$ cat src/include/uhrpc_pkg.sv
// Package with register layout, reset values and timing constants for the root port control.
package uhrpc_pkg;
  localparam int unsigned CLK_HZ = 125000000;
  localparam logic [31:0] PORT0_STATUS_CONTROL_ADDR = 32'hB0005064;
  localparam logic [31:0] CONFIGURE_FLAG_REGISTER_ADDR = 32'hB0005060;
  localparam logic [31:0] PORT_AUX_CONTROL_ADDR = 32'hB0005070;
  localparam logic [31:0] PORT0_RESET_VALUE = 32'h00002000;
  localparam int unsigned BIT_OWNER = 13;
  localparam int unsigned BIT_POWER = 12;
  localparam int unsigned BIT_LINE_HI = 11;
  localparam int unsigned BIT_LINE_LO = 10;
  localparam int unsigned BIT_RESET = 8;
  localparam int unsigned BIT_SUSPEND = 7;
  localparam int unsigned BIT_RESUME = 6;
  localparam int unsigned BIT_OC_CHANGE = 5;
  localparam int unsigned BIT_OC_ACTIVE = 4;
  localparam int unsigned BIT_EN_CHANGE = 3;
  localparam int unsigned BIT_ENABLED = 2;
  localparam int unsigned BIT_CONN_CHANGE = 1;
  localparam int unsigned BIT_CONNECT = 0;
  localparam int unsigned BIT_AUX_PPC = 0;
  localparam int unsigned BIT_AUX_HALTED = 1;
  localparam int unsigned SETTLE_TIME_US = 2000;
  localparam int unsigned SETTLE_CYCLES = SETTLE_TIME_US * (CLK_HZ / 1000000);
  localparam logic [1:0] LINE_J = 2'h2;
  localparam logic [1:0] LINE_K = 2'h1;
  localparam logic [31:0] UNMAPPED_READ = 32'h00000000;
endpackage

$ cat src/uhrpc_port.sv
// Root-hub port status and control logic behind an Avalon-MM register slave.
// What this block does
// - Owner bit clears when configure flag rises, and is forced to one while flag is zero.
// - Power bit shows switch state; without power no attach or detach is reported.
// - Over-current on a powered port with power control capability clears port power.
// - Line state shows D+ in bit 11 and D- in bit 10 whenever the port is powered.
// - Writing reset one starts bus reset; writing zero ends it after sufficient hold.
// - Reset reads one until done; a high-speed device gets enable set afterwards.
// - Reset ends and port settles within two milliseconds of software clearing reset.
// - Software uses reset only when not halted; while halted reset may be held.
// - Enable and suspend bits decode to disabled, enabled or suspended port state.
// - Suspend blocks traffic from the request on; bit reads one once the current transaction ends.
// - Zero writes to suspend ignored; cleared by resume falling or reset rising.
// - J-to-K while suspended sets force resume and change detect; software resume does not.
// - Resume K driven only while software holds force resume at one; bit holds until high-speed idle.
// - Over-current change sets on each over-current active change while power stays on; write one clears; zero unpowered.
// - Over-current active follows the over-current condition, read only.
// - Enable change sets only on error disable at EOF2; write one clears; zero unpowered.
// - Only hardware sets enable after high-speed reset; faults or software may disable.
// - Connect change sets on every connect status change, even if already set.
// - Connect status reads presence; status bits other than over-current active read zero while power is off.
// - Configure flag zero routes ports to companion; one routes by the owner bit, cleared to this controller on the rise.
//
// Our own choice: the Avalon-MM slave port.
`timescale 1ns/1ns
`default_nettype none
module uhrpc_port #(
  parameter int unsigned SETTLE_COUNT = uhrpc_pkg::SETTLE_CYCLES
) (
  input  wire logic        clk,
  input  wire logic        reset,
  input  wire logic [31:0] avs_address,
  input  wire logic        avs_read,
  input  wire logic        avs_write,
  input  wire logic [31:0] avs_writedata,
  input  wire logic [3:0]  avs_byteenable,
  output logic      [31:0] avs_readdata,
  output logic             avs_waitrequest,
  input  wire logic        line_dp,
  input  wire logic        line_dm,
  input  wire logic        device_present,
  input  wire logic        device_high_speed,
  input  wire logic        overcurrent_in,
  input  wire logic        eof2_port_error,
  input  wire logic        transaction_busy,
  input  wire logic        high_speed_idle,
  output logic             port_power_on,
  output logic             drive_bus_reset,
  output logic             drive_resume_k,
  output logic             downstream_block,
  output logic             port_owner_companion,
  output logic             change_detect_pulse
);
  import uhrpc_pkg::*;

  // All state of the port sits in one packed struct.
  // The combinational process builds the next copy from the current one.
  // A single clocked process registers it.
  // Outside these two processes only the output flops hold state, loaded from the next copy.
  // That keeps reset values and change-flag priorities in one place.
  typedef struct packed {
    logic        configure_flag;
    logic        power_control_capable;
    logic        controller_halted;
    logic        owner;
    logic        power;
    logic        rst_active;
    logic        rst_sw;
    logic        suspend;
    logic        suspend_req;
    logic        resume;
    logic        resume_sw_held;
    logic        oc_change;
    logic        oc_active;
    logic        en_change;
    logic        enabled;
    logic        conn_change;
    logic        connect;
    logic [1:0]  line_prev;
    logic [31:0] settle_cnt;
    logic        ack;
    logic [31:0] rdata;
    logic        pcd_pulse;
  } uhrpc_state_s;

  uhrpc_state_s cur;
  uhrpc_state_s nxt;

  // Builds the software view of the port register from the state.
  // Without port power only owner, power and over-current active are visible.
  // Reserved bits always read zero.
  // The line field shows the last sampled levels.
  function automatic logic [31:0] uhrpc_port_word(input uhrpc_state_s s);
    logic [31:0] w;
    w = 32'h00000000;
    w[BIT_OWNER] = s.owner;
    w[BIT_POWER] = s.power;
    if (s.power) begin
      w[BIT_LINE_HI] = s.line_prev[1];
      w[BIT_LINE_LO] = s.line_prev[0];
      w[BIT_RESET] = s.rst_active;
      w[BIT_SUSPEND] = s.suspend;
      w[BIT_RESUME] = s.resume;
      w[BIT_OC_CHANGE] = s.oc_change;
      w[BIT_EN_CHANGE] = s.en_change;
      w[BIT_ENABLED] = s.enabled;
      w[BIT_CONN_CHANGE] = s.conn_change;
      w[BIT_CONNECT] = s.connect;
    end
    w[BIT_OC_ACTIVE] = s.oc_active;
    return w;
  endfunction

  logic        hit_port;
  logic        hit_cfg;
  logic        hit_aux;
  logic        wr_go;
  logic [1:0]  line_now;
  logic [31:0] wd;

  // The bus decode compares the full byte address.
  // Byte lanes two and three carry no writable field.
  // Masked lanes are forced to zero, so a masked write-one-to-clear bit does nothing.
  // A write is acted on only in the cycle before its answer.
  always_comb begin
    hit_port = (avs_address == PORT0_STATUS_CONTROL_ADDR);
    hit_cfg  = (avs_address == CONFIGURE_FLAG_REGISTER_ADDR);
    hit_aux  = (avs_address == PORT_AUX_CONTROL_ADDR);
    wr_go    = avs_write && !cur.ack;
    line_now = {line_dp, line_dm};
    wd       = avs_writedata;
    if (!avs_byteenable[0]) begin
      wd[7:0] = 8'h00;
    end
    if (!avs_byteenable[1]) begin
      wd[15:8] = 8'h00;
    end
  end

  always_comb begin
    nxt = cur;
    nxt.pcd_pulse = 1'b0;
    // Every access takes one wait cycle so the answer comes from a flop.
    nxt.ack = (avs_read || avs_write) && !cur.ack;
    if (avs_read && !cur.ack) begin
      if (hit_port) begin
        nxt.rdata = uhrpc_port_word(cur);
      end else if (hit_cfg) begin
        nxt.rdata = {31'h00000000, cur.configure_flag};
      end else if (hit_aux) begin
        nxt.rdata = {30'h00000000, cur.controller_halted, cur.power_control_capable};
      end else begin
        nxt.rdata = UNMAPPED_READ;
      end
    end

    // Line levels are sampled every cycle.
    // The previous sample is kept to spot a J-to-K step while suspended.
    // Over-current follows its pin without filtering.
    // Its change flag is set on both edges of the condition.
    nxt.line_prev = line_now;
    nxt.oc_active = overcurrent_in;
    if (overcurrent_in != cur.oc_active) begin
      nxt.oc_change = 1'b1;
    end
    if (overcurrent_in && cur.power && cur.power_control_capable) begin
      nxt.power = 1'b0;
    end

    // An unpowered port ignores attach and detach, so connect is tracked only with power.
    // A detach silently disables the port.
    // Only an error at the end of a frame raises the enable-change flag.
    // A disconnect does not set it.
    if (cur.power) begin
      nxt.connect = device_present;
      if (device_present != cur.connect) begin
        nxt.conn_change = 1'b1;
      end
      if (!device_present && cur.enabled) begin
        nxt.enabled = 1'b0;
      end
      if (eof2_port_error && cur.enabled) begin
        nxt.enabled = 1'b0;
        nxt.en_change = 1'b1;
      end
    end

    // Suspend takes effect only once the current transaction has finished.
    if (cur.suspend_req && !transaction_busy) begin
      nxt.suspend = cur.enabled;
      nxt.suspend_req = 1'b0;
    end
    if (cur.suspend && !cur.resume && cur.line_prev == LINE_J && line_now == LINE_K) begin
      nxt.resume = 1'b1;
      nxt.pcd_pulse = 1'b1;
    end
    if (cur.resume && !cur.resume_sw_held && high_speed_idle) begin
      nxt.resume = 1'b0;
      nxt.suspend = 1'b0;
    end

    // Reset stays reported until the settle timer or a high-speed device finishes the sequence.
    // A high-speed device ends the sequence at once and enables the port.
    // Any other device waits for the timer and leaves the port disabled.
    if (cur.rst_active && !cur.rst_sw) begin
      if (cur.settle_cnt != 32'h00000000) begin
        nxt.settle_cnt = cur.settle_cnt - 32'h00000001;
      end
      if (cur.settle_cnt <= 32'h00000001 || device_high_speed) begin
        nxt.rst_active = 1'b0;
        nxt.enabled = device_high_speed && device_present;
        nxt.settle_cnt = 32'h00000000;
      end
    end
    if (cur.controller_halted && cur.rst_active) begin
      nxt.rst_active = 1'b1;
    end

    // Software writes come last, so they override hardware updates of the same cycle.
    // The change flags are the exception: their clear keeps a set of the same cycle.
    // The configure flag and the auxiliary register are local stand-ins.
    // They model controller-wide state that the real port only observes.
    if (wr_go && hit_cfg && avs_byteenable[0]) begin
      nxt.configure_flag = avs_writedata[0];
      if (avs_writedata[0] && !cur.configure_flag) begin
        nxt.owner = 1'b0;
      end
    end
    if (wr_go && hit_aux && avs_byteenable[0]) begin
      nxt.power_control_capable = avs_writedata[BIT_AUX_PPC];
      nxt.controller_halted = avs_writedata[BIT_AUX_HALTED];
    end
    if (wr_go && hit_port) begin
      if (avs_byteenable[1]) begin
        nxt.owner = wd[BIT_OWNER];
        nxt.power = wd[BIT_POWER];
        if (wd[BIT_RESET] && !cur.rst_sw) begin
          nxt.rst_active = 1'b1;
          nxt.rst_sw = 1'b1;
          nxt.suspend = 1'b0;
          nxt.suspend_req = 1'b0;
          nxt.enabled = 1'b0;
        end else if (!wd[BIT_RESET] && cur.rst_sw) begin
          nxt.rst_sw = 1'b0;
          nxt.settle_cnt = SETTLE_COUNT;
        end
      end
      if (avs_byteenable[0]) begin
        if (wd[BIT_SUSPEND] && cur.enabled) begin
          nxt.suspend_req = 1'b1;
        end
        if (wd[BIT_RESUME] && !cur.resume) begin
          nxt.resume = 1'b1;
          nxt.resume_sw_held = 1'b1;
        end else if (!wd[BIT_RESUME] && cur.resume_sw_held) begin
          nxt.resume_sw_held = 1'b0;
          nxt.suspend = 1'b0;
        end
        if (wd[BIT_OC_CHANGE]) begin
          nxt.oc_change = (overcurrent_in != cur.oc_active);
        end
        if (wd[BIT_EN_CHANGE]) begin
          nxt.en_change = eof2_port_error && cur.enabled;
        end
        if (wd[BIT_CONN_CHANGE]) begin
          nxt.conn_change = cur.power && (device_present != cur.connect);
        end
        if (!wd[BIT_ENABLED]) begin
          nxt.enabled = 1'b0;
          nxt.suspend = 1'b0;
        end
      end
    end

    // Removing power wipes all port status, whatever caused the loss.
    // This also cancels a pending suspend and any reset in progress.
    // The owner bit survives, since routing does not depend on power.
    // Over-current active stays visible, so software can see why power dropped.
    if (!nxt.power) begin
      nxt.connect = 1'b0;
      nxt.conn_change = 1'b0;
      nxt.en_change = 1'b0;
      nxt.enabled = 1'b0;
      nxt.suspend = 1'b0;
      nxt.suspend_req = 1'b0;
      nxt.resume = 1'b0;
      nxt.resume_sw_held = 1'b0;
      nxt.rst_active = 1'b0;
      nxt.rst_sw = 1'b0;
      nxt.oc_change = 1'b0;
    end
    if (!nxt.enabled) begin
      nxt.suspend = 1'b0;
    end
    if (!nxt.configure_flag) begin
      nxt.owner = 1'b1;
    end
  end

  // The reset branch loads constants only.
  // Owner and power take their values from the register's reset word.
  // The port therefore starts unpowered and owned by the companion controller.
  // Software must power the port before any attach is reported.
  always_ff @(posedge clk or posedge reset) begin
    if (reset) begin
      cur <= '0;
      cur.owner <= PORT0_RESET_VALUE[BIT_OWNER];
      cur.power <= PORT0_RESET_VALUE[BIT_POWER];
    end else begin
      cur <= nxt;
    end
  end

  // Outputs come straight from their own flops.
  // They are loaded from the next state, so they match the register view at every edge.
  // Waitrequest is high in idle and low for exactly one cycle per access.
  always_ff @(posedge clk or posedge reset) begin
    if (reset) begin
      avs_readdata         <= 32'h00000000;
      avs_waitrequest      <= 1'b1;
      port_power_on        <= 1'b0;
      drive_bus_reset      <= 1'b0;
      drive_resume_k       <= 1'b0;
      downstream_block     <= 1'b1;
      port_owner_companion <= 1'b1;
      change_detect_pulse  <= 1'b0;
    end else begin
      avs_readdata         <= nxt.rdata;
      avs_waitrequest      <= !nxt.ack;
      port_power_on        <= nxt.power;
      drive_bus_reset      <= nxt.rst_active;
      drive_resume_k       <= nxt.resume && nxt.resume_sw_held;
      downstream_block     <= !nxt.enabled || nxt.suspend || nxt.suspend_req;
      port_owner_companion <= nxt.owner;
      change_detect_pulse  <= nxt.pcd_pulse;
    end
  end
endmodule
`default_nettype wire

$ cat config.mk
export PLATFORM = sky130hd
export DESIGN_NAME = uhrpc_port
export DESIGN_NICKNAME = d
export VERILOG_FILES = /design/src/include/uhrpc_pkg.sv /design/src/uhrpc_port.sv
export SDC_FILE = /design/constraint.sdc
export NUM_CORES = 1
export LEC_CHECK = 0
export ABC_AREA = 1
export BUFFER_PORTS_ARGS = -buffer_cell sky130_fd_sc_hd__buf_2
export CORE_UTILIZATION = 46
export CTS_CLUSTER_DIAMETER = 200
export DETAILED_ROUTE_END_ITERATION = 16
export GPL_TIMING_DRIVEN = 0
export PLACE_DENSITY = 0.83
export SLEW_MARGIN = 20
export SYNTH_ARGS = -nofsm -noshare
export SYNTH_HDL_FRONTEND = slang
export SYNTH_SLANG_ARGS = --single-unit
$ cat constraint.sdc
create_clock -name clk -period 1.8 [get_ports clk]
set_clock_uncertainty 0.1 [all_clocks]
set_input_delay 0.09 -clock clk [delete_from_list [all_inputs] [get_ports clk]]
set_output_delay 0.09 -clock clk [all_outputs]
set_load 0.02 [all_outputs]
==> impl_metrics.csv, run 1 <==
group,metric,value,unit
run_status,status,"finished, violations left",
run_status,violations,"negative setup slack",
setup_path,end_kind,"flip-flop",
grt,antenna_found_initial,0,
clock_network,cts_tree,"yes",
min_path,hold_start,"device_high_speed",
grt,grt_max_degree,36,
layout,drive_gt1_share,34.2,%
clock_network,htreeDepth,3,
timing,post-route-period-util,107,%
floorplan,die_h,100,um
logic_synthesis,ys_ff_latch,69,
detailed_routing,dr_total_vias,4715,
timing,rsz0062_at_grt,"yes",
timing,fmax,0.520,GHz
placement,place_inst,854,
timing,final_max_slew_viol_count,0,
grt,grt_pass1_vias,4334,
setup_path,r2r_cells,9,
detailed_routing,vias_per_cell,5.12,
floorplan,ios,119,
clock_network,cts.sinks,69,
layout,post-route-util,65.4,%
floorplan,start_util,47.6,%
timing,setup_viol,30,
setup_path,crit_required,1.99,ns
timing,period_minus_slack,1.92,ns
setup_path,critPathMaxFanout,8,
power,irDropWorstVdd,0.353,mV
timing,hold_viol,0,
timing,final.setup.worst_slack,-0.122,ns
placement,placed_area,0.00507,sq mm
logic_synthesis,syn-mean-instance-area,7.01,sq um
setup_path,crit_path_end,"cur[64]",
setup_path,crit_type,"flip-flop to flip-flop",
layout,final_nets,870,
clock_network,clk_path_buf_depth,2,
timing,max_slew_margin,58.2,%
timing,worstMarginPinSlew,0.622,ns
detailed_routing,wl_per_cell,14.0,um
floorplan,coreArea,0.00928,sq mm
grt,grt_remaining_overflow,0,
detailed_routing,wl,12.9,mm
setup_path,crit_arrival,2.12,ns
logic_synthesis,ys_types,35,
layout,diodes,0,
power,pwr_density_cell,552,mW/mm^2
layout,area_growth,37.5,%
setup_path,crit_path_start_kind,"flip-flop",
setup_path,worstSetupStartpoint,"cur[78]",
floorplan,die_area,0.0100,sq mm
logic_synthesis,synth.cell_area,0.00442,sq mm
placement,dp_hpwl,7.76,mm
logic_synthesis,yosys_warnings,0,
floorplan,die_w,100,um
run,drv_cap,0,
clock_network,clk_latency,0.36,ns
clock_network,tritoncts.num_buffers,9,
timing,holdWs,0.0255,ns
logic_synthesis,synth_cells,630,
layout,final_cell_count_no_fill,921,
detailed_routing,dr.pass1.iters,5,
detailed_routing,antenna_left,0,
clock_network,clk_pin_slew,0.08,ns
placement,placement.io_buffers,75,
setup_path,r2r_setup_slack,-0.12,ns
grt,track_usage,24.7,%
min_path,hp-class,"input pin to flip-flop",
placement,gp_congestion,0.931,
floorplan,row_count,35,
setup_path,r2r_end,"cur[64]",
layout,final_area,0.00607,sq mm
grt,grt_pass1_wl,19.6,mm
power,cellLeakagePower,3.23,nW
clock_network,cts_root_buffer,"clkbuf_8",
setup_path,r2r_start,"cur[78]",
detailed_routing,drtIter0Drc,509,
detailed_routing,route.detailed.drc,0,
logic_synthesis,seq_area_frac_synth,39.2,%
[metal layers]
metal  global-route usage [%]  routed length (um)  up-vias
met5                        0                   0        -
met1                     31.0                4890     2182
met3                     3.06                 916       56
li1                         -                   -     2225
met2                     42.7                6520      252
met4                     11.3                 537        0
[cells in the final DEF, fill, tap and decap left out, drive strengths merged, types with 2 or more instances in the layout]
| master | netlist | routed |
|---|---|---|
| nand2 | 158 | 158 |
| buf | 37 | 153 |
| nor2 | 135 | 135 |
| inv | 90 | 90 |
| dfrtp | 66 | 66 |
| nand3 | 53 | 53 |
| o21ai | 23 | 23 |
| conb | 1 | 19 |
| a21oi | 12 | 12 |
| dlygate4sd3 | 0 | 12 |
| nand4 | 12 | 12 |
| xor2 | 11 | 11 |
| clkbuf | 1 | 11 |
| nor3 | 9 | 9 |
| nor4 | 6 | 6 |
| ha | 3 | 3 |
| dfstp | 3 | 3 |
| nand3b | 2 | 2 |
| xnor2 | 2 | 2 |
| clkinvlp | 0 | 2 |
| bufinv | 0 | 2 |
| or2 | 2 | 2 |
| clkinv | 0 | 2 |
[through the flow]
step | power, mW | TNS [ns] | worst slack, ns
global route | 3.47 | -6.38 | -0.289
floorplan | 1.76 | 0 | 0.0680
finish | 3.35 | -2.40 | -0.122
detailed placement | 1.87 | -3.40 | -0.212
global placement | 1.86 | -2.92 | -0.173
CTS | 3.35 | -0.00923 | -0.00436
[what timing repair did]
action / CTS / global route
pin swaps: 15 / 16
gates cloned: 4 / 0
resized for setup: 45 / 57
hold buffers: 12 / 0
endpoints found under the hold margin: 45 / 0
buffers inserted: 25 / 13
setup endpoints to repair: 28 / 33
[worst max-delay path, stage by stage, from the launching register on]
cell and delay, ns:
dfrtp_1 0.40, inv_2 0.10, nand2_2 0.12, inv_1 0.25, nand2_1 0.15, nor4_1 0.37
nand3_2 0.15, nand2_1 0.08, nand2_1 0.05, nor2_1 0.08
[state kept, by name (all words and copies together) (netlist names)]
register              count
change_detect_pulse       1
port_power_on             1
downstream_block          1
avs_readdata             13
drive_resume_k            1
cur                      49
port_owner_companion      1
avs_waitrequest           1
drive_bus_reset           1
[how the worst min path moves through the flow]
| stage | slack, ns | to | depth (start not counted) |
|---|---|---|---|
| 4_1_cts | 0.00004 | cur[38] | 4 |
| 2_1_floorplan | 0.02 | cur[66] | 0 |
| 3_3_place_gp | 0.13 | cur[66] | 1 |
| 6_report | 0.03 | cur[38] | 4 |
| 5_1_grt | 0.03 | cur[38] | 4 |
| 3_5_place_dp | 0.03 | cur[35] | 2 |
[power breakdown]
group / internal, mW / switching (mW) / total [mW] / leakage [nW]
registers: 1.56 / 0.00431 / 1.57 / 0.906
logic: 0.124 / 0.178 / 0.302 / 2.21
clock network: 0.830 / 0.654 / 1.48 / 0.113
[kinds of logic (layout without fill, tap and decap cells)]
logic type / Yosys count / in the layout / synth area share (%)
adders and majority gates: 3 / 3 / 0.850
AOI/OAI and AO/OA: 37 / 37 / 4.28
other: 1 / 19 / 0.0849
and+or+nand+nor: 379 / 379 / 38.7
buffers and inverters: 128 / 272 / 14.3
xor gates and xnor gates: 13 / 13 / 2.58
DFF: 69 / 69 / 39.2
[final cells by class]
| type | instances | area, sq um |
|---|---|---|
| Tap cell | 129 | 161 |
| Clock buffer | 10 | 138 |
| Timing Repair Buffer | 128 | 877 |
| Clock inverter | 6 | 93.8 |
| Fill cell | 736 | 3210 |
| Inverter | 90 | 359 |
| Multi-Input combinational cell | 451 | 2400 |
| Sequential cell | 69 | 1730 |
| Buffer | 38 | 308 |
[cells in the mapped netlist, drive strengths merged]
cell type | n | area share, %
nand2 | 158 | 14
nor2 | 135 | 13
inv | 90 | 7.7
dfrtp | 66 | 37
nand3 | 53 | 6.3
buf | 37 | 6.5
o21ai | 23 | 2.6
a21oi | 12 | 1.4
nand4 | 12 | 1.8
xor2 | 11 | 2.2
nor3 | 9 | 1.1
nor4 | 6 | 0.85
dfstp | 3 | 1.8
ha | 3 | 0.85
nand3b | 2 | 0.34
or2 | 2 | 0.28
xnor2 | 2 | 0.40
a31oi | 1 | 0.14
and2 | 1 | 0.14
clkbuf | 1 | 0.085
conb | 1 | 0.085
nor3b | 1 | 0.17
o211ai | 1 | 0.17
(Power assumes the default switching activity.)
==> inputs of run 2 (changes only) <==
- CORE_UTILIZATION: 46 -> 40
- PLACE_DENSITY: 0.83 -> 0.73
- clock period: 1.8 -> 2.3 ns (I/O delays scaled with it)
==> run 2 against run 1 <==
Effect of this change: the flow now finishes without violations; hold slack lost 0.0016 ns; sequential cell count unchanged; register-to-register slack better by 0.38 ns; final area down 11%; worst setup slack improved by 0.38 ns; final cell count decreased by 3.6%; utilization is 14 points lower; first-iteration DRC count shrank 40%; wire length fell by 21%; sequential share of layout area is 3.6 points higher; largest power group unchanged.
==> impl_metrics.csv, run 2 (synthesis gave the netlist of run 1 again) <==
group,metric,value,unit
grt,grt_pass1_vias,3776,
detailed_routing,drtIter0Drc,304,
grt,grt_max_degree,54,
min_path,hold_start,"avs_writedata[8]",
layout,layout_common_cells,"nand2_1, nor2_1, inv_1",
layout,drive_gt1_share,22.1,%
timing,hold_viol,0,
setup_path,cp_slowest_cell,"dfrtp_1",
run_status,status,"finished, final reports clean",
layout,largest-register,"cur",
placement,dp_hpwl,7.81,mm
clock_network,cts_tree,"yes",
layout,mostFrequentLayoutCell,"nand2_1",
power,cellLeakagePower,2.95,nW
clock_network,clk_path_buf_depth,2,
detailed_routing,antenna_left,0,
placement,gp_congestion,0.861,
clock_network,cts_root_buffer,"clkbuf_8",
detailed_routing,route.detailed.drc,0,
layout,largest_reg_flops,49,
setup_path,crit_path_start_kind,"flip-flop",
layout,final_nets,830,
setup_path,slowest_delay,0.36,ns
detailed_routing,dr_total_vias,4176,
setup_path,worstSetupStartpoint,"cur[34]",
clock_network,clk_latency,0.35,ns
placement,placement.io_buffers,75,
layout,post-route-util,51.2,%
power,irDropWorstVdd,0.283,mV
grt,grt_pass1_wl,17.3,mm
power,pwr_density_cell,457,mW/mm^2
run,drv_cap,0,
detailed_routing,wl_per_cell,11.5,um
grt,antenna_found_initial,0,
clock_network,clk_pin_slew,0.07,ns
setup_path,crit_required,2.48,ns
detailed_routing,dr.pass1.iters,4,
layout,final_area,0.00538,sq mm
timing,rsz0062_at_grt,"no",
floorplan,ios,119,
placement,placed_area,0.00506,sq mm
layout,reg_top3,"cur x49, avs_readdata x13",
floorplan,die_w,107,um
timing,holdWs,0.0239,ns
floorplan,start_util,42.0,%
layout,area_growth,21.8,%
grt,track_usage,18.9,%
setup_path,end_kind,"flip-flop",
setup_path,crit_type,"flip-flop to flip-flop",
clock_network,tritoncts.num_buffers,9,
min_path,hp-class,"input pin to flip-flop",
timing,setup_viol,0,
setup_path,cp_common_cell,"nand2_1",
setup_path,crit_chain,"inv_1, ha_1, or2_2, nand3_1, nor2_1, nand2_1, nand2_1, inv_2, nand2_4, inv_2, nand2_1, nor2_1",
setup_path,critPathMaxFanout,9,
timing,period_minus_slack,2.04,ns
setup_path,r2r_start,"cur[34]",
layout,diodes,0,
timing,fmax,0.489,GHz
floorplan,die_h,107,um
timing,final_max_slew_viol_count,0,
floorplan,coreArea,0.0105,sq mm
clock_network,htreeDepth,3,
timing,post-route-period-util,88.9,%
grt,grt_remaining_overflow,0,
floorplan,die_area,0.0115,sq mm
clock_network,cts.sinks,69,
setup_path,crit_arrival,2.22,ns
clock_network,post-cts-setup-buffer-count,0,
floorplan,row_count,37,
detailed_routing,vias_per_cell,4.70,
detailed_routing,wl,10.2,mm
==> run 2: changes by cell type in the layout (fill, tap and decap cells not counted), sizes merged <==
cell,previous run,this run
inv,90,91
clkinvlp,2,1
clkbuf,11,10
buf,153,113
clkinv,2,4
bufinv,2,1
==> run 2: routing by layer <==
metal	GRT usage, %	wire (um)	vias to the layer above
li1	-	-	2140
met1	25.8	4890	1911
met2	31.3	4730	111
met3	2.25	413	14
met4	5.68	150	0
met5	0	0	-
==> run 2: worst paths after layout <==
path	to	cells past startpoint	slack (ns)
hold reg to reg	avs_readdata[11]	2	0.39
max in group asynchronous	port_owner_companion	4	1.36
setup / recovery	cur[59]	12	0.26
setup reg to reg	cur[59]	12	0.26
hold / removal	cur[78]	3	0.02
min in group asynchronous	cur[42]	3	0.16
==> run 2: area by class of cell <==
type | count | area (sq um)
Fill cell | 1032 | 5130
Multi-Input combinational cell | 451 | 2120
Sequential cell | 69 | 1730
Timing Repair Buffer | 88 | 523
Inverter | 90 | 343
Buffer | 38 | 290
Tap cell | 136 | 170
Clock buffer | 9 | 124
Clock inverter | 7 | 73.8
==> run 2: critical path: cells and delay by family, from the launching register on <==
kind	cells	cell delay, ns
simple gates	8	0.88
fa+ha+maj	1	0.25
flops	1	0.36
buf+inv	3	0.39
==> run 2: power by group <==
part	switching, mW	internal, mW	total [mW]
registers	0.00347	1.22	1.23
logic	0.136	0.0921	0.229
clock network	0.500	0.504	1.00
total	0.640	1.82	2.46
==> run 2: timing repair <==
action | in CTS | in global routing
hold buffers | 12 | 0
hold endpoints to repair | 78 | 0
resized for setup | 0 | 1
setup endpoints to repair | 0 | 1
==> run 2: stage by stage <==
step                      TNS [ns]  cells  worst slack, ns  power (mW)
after detailed placement         0    860            0.271        1.46
after global routing             0    888           0.0352        2.56
final                            0    888            0.256        2.46
after CTS                        0    888            0.135        2.47
after global placement      -34.16    859           -0.522        1.45
after floorplan                  0    648            0.350        1.37
==> inputs of run 3 (changes only) <==
- CORE_UTILIZATION: 40 -> 45
- PLACE_DENSITY: 0.73 -> 0.79
==> run 3 against run 2 <==
Effect of this change: utilization grew 6.0 points; critical path depth down 5; count of clock-buffer cells in the layout rose by 1; critical endpoint is now port_owner_companion; largest cell class unchanged.
==> impl_metrics.csv, run 3 (synthesis gave the netlist of run 1 again) <==
group,metric,value,unit
run_status,status,"finished, final reports clean",
layout,final_nets,829,
layout,diodes,0,
detailed_routing,wl_per_cell,12.0,um
timing,post-route-period-util,95.2,%
clock_network,htreeDepth,3,
setup_path,end_kind,"flip-flop",
layout,layout_common_cells,"nand2_1, nor2_1, inv_1",
detailed_routing,dr_total_vias,4228,
layout,largest_reg_flops,49,
floorplan,die_h,101,um
timing,hold_viol,0,
setup_path,crit_type,"flip-flop to flip-flop",
min_path,hold_start,"avs_writedata[8]",
grt,grt_pass1_wl,18.3,mm
setup_path,r2r_cells,7,
layout,final_cell_count_no_fill,880,
power,power,2.47,mW
setup_path,critPathMaxFanout,7,
run,drv_cap,0,
power,p_comb_share,9.3,%
detailed_routing,dr.pass1.iters,5,
grt,grt_max_degree,53,
clock_network,post_cts.resized_instances,0,
timing,fmax,0.457,GHz
detailed_routing,drtIter0Drc,285,
placement,placement.io_buffers,75,
grt,track_usage,22.3,%
layout,area_growth,21.4,%
detailed_routing,antenna_left,0,
clock_network,clk_latency,0.34,ns
clock_network,cts_root_buffer,"clkbuf_8",
power,pwr_density_cell,460,mW/mm^2
setup_path,r2r_setup_slack,0.11,ns
placement,dp_hpwl,8.05,mm
placement,place_inst,853,
floorplan,coreArea,0.00937,sq mm
clock_network,clk_path_buf_depth,2,
timing,rsz0062_at_grt,"no",
setup_path,r2r_end,"port_owner_companion",
power,cellLeakagePower,2.94,nW
layout,mostFrequentLayoutCell,"nand2_1",
detailed_routing,route.detailed.drc,0,
min_path,hold_depth,3,
timing,setup_viol,0,
layout,reg_top3,"cur x49, avs_readdata x13",
timing,period_minus_slack,2.19,ns
clock_network,cts_tree,"yes",
floorplan,start_util,47.1,%
grt,grt_remaining_overflow,0,
power,clockPowerShare,41.0,%
layout,final_area,0.00536,sq mm
floorplan,die_w,101,um
floorplan,ios,119,
placement,placed_area,0.00505,sq mm
min_path,hp-class,"input pin to flip-flop",
clock_network,cts.sinks,69,
setup_path,crit_required,2.46,ns
timing,holdWs,0.0366,ns
detailed_routing,vias_per_cell,4.80,
layout,drive_gt1_share,21.8,%
setup_path,r2r_start,"cur[33]",
power,switching_share,26.1,%
floorplan,die_area,0.0102,sq mm
setup_path,crit_arrival,2.35,ns
placement,gp_congestion,0.931,
setup_path,crit_path_start_kind,"flip-flop",
grt,grt_pass1_vias,4081,
min_path,holdPathEnd,"cur[78]",
timing,finalSetupTns,0,ns
power,seqPwrFrac,49.7,%
detailed_routing,wl,10.5,mm
timing,final.setup.worst_slack,0.110,ns
layout,post-route-util,57.2,%
placement,dpl_worst_slack,0.252,ns
clock_network,clk_pin_slew,0.08,ns
layout,largest-register,"cur",
power,p_switching,643,uW
floorplan,row_count,35,
power,power.internal,1.82,mW
clock_network,tritoncts.num_buffers,9,
timing,final_max_slew_viol_count,0,
power,irDropWorstVdd,0.255,mV
grt,antenna_found_initial,0,
## run 3: cell count changes in the layout (fill, tap and decap cells not counted)
cell	change
dlygate4sd3_1	-1
clkbuf_1	+1
nor2_2	-1
clkinvlp_4	+1
inv_6	+1
clkinv_4	-1
nor2_1	+1
clkinv_2	-2
## run 3: power groups by stage
stage | Combinational (mW) | Clock, mW | Sequential [mW]
2_1_floorplan | 0.121 | 0 | 1.25
3_3_place_gp | 0.202 | 0 | 1.25
3_5_place_dp | 0.214 | 0 | 1.25
4_1_cts | 0.228 | 1.04 | 1.23
5_1_grt | 0.254 | 1.08 | 1.23
6_report | 0.229 | 1.01 | 1.23
## run 3: repair_timing
| item | 4_1_cts | 5_1_grt |
|---|---|---|
| setup buffers | 0 | 0 |
| hold endpoints to repair | 76 | 0 |
| hold buffers | 11 | 0 |
## run 3: worst max path at each step
| stage | start | end | depth (start not counted) |
|---|---|---|---|
| 3_5_place_dp | cur[34] | cur[53] | 12 |
| 3_3_place_gp | reset | avs_readdata[13] | 2 |
| 2_1_floorplan | reset | avs_readdata[0] | 1 |
| 5_1_grt | cur[33] | port_owner_companion | 7 |
| 6_report | cur[33] | port_owner_companion | 7 |
| 4_1_cts | cur[33] | port_owner_companion | 7 |
## run 3: layout make-up
| type | count | area (sq um) |
|---|---|---|
| fillers | 893 | 4010 |
| well taps | 129 | 161 |
| plain buffers | 38 | 290 |
| repair buffers | 87 | 513 |
| clock inverters | 6 | 71.3 |
| flip-flops and latches | 69 | 1730 |
| multi-input cells | 451 | 2120 |
| clock buffers | 10 | 128 |
| inverters | 90 | 343 |
## run 3: layer usage
| layer | part of all wire (%) | up-vias | GRT usage, % |
|---|---|---|---|
| met3 | 6.1 | 17 | 3.12 |
| met1 | 44 | 1919 | 28.5 |
| met4 | 1.9 | 0 | 8.03 |
| met5 | 0 | - | 0 |
| met2 | 49 | 161 | 38.5 |
| li1 | - | 2131 | - |
## run 3: worst max-delay path: stages, from the launching register on
cell,delay [ns]
dfrtp_1,0.38
inv_1,0.07
nand2_1,0.09
nor2_1,0.39
nand2_1,0.13
o21ai_0,0.25
nand3_1,0.12
dlygate4sd3_1,0.57
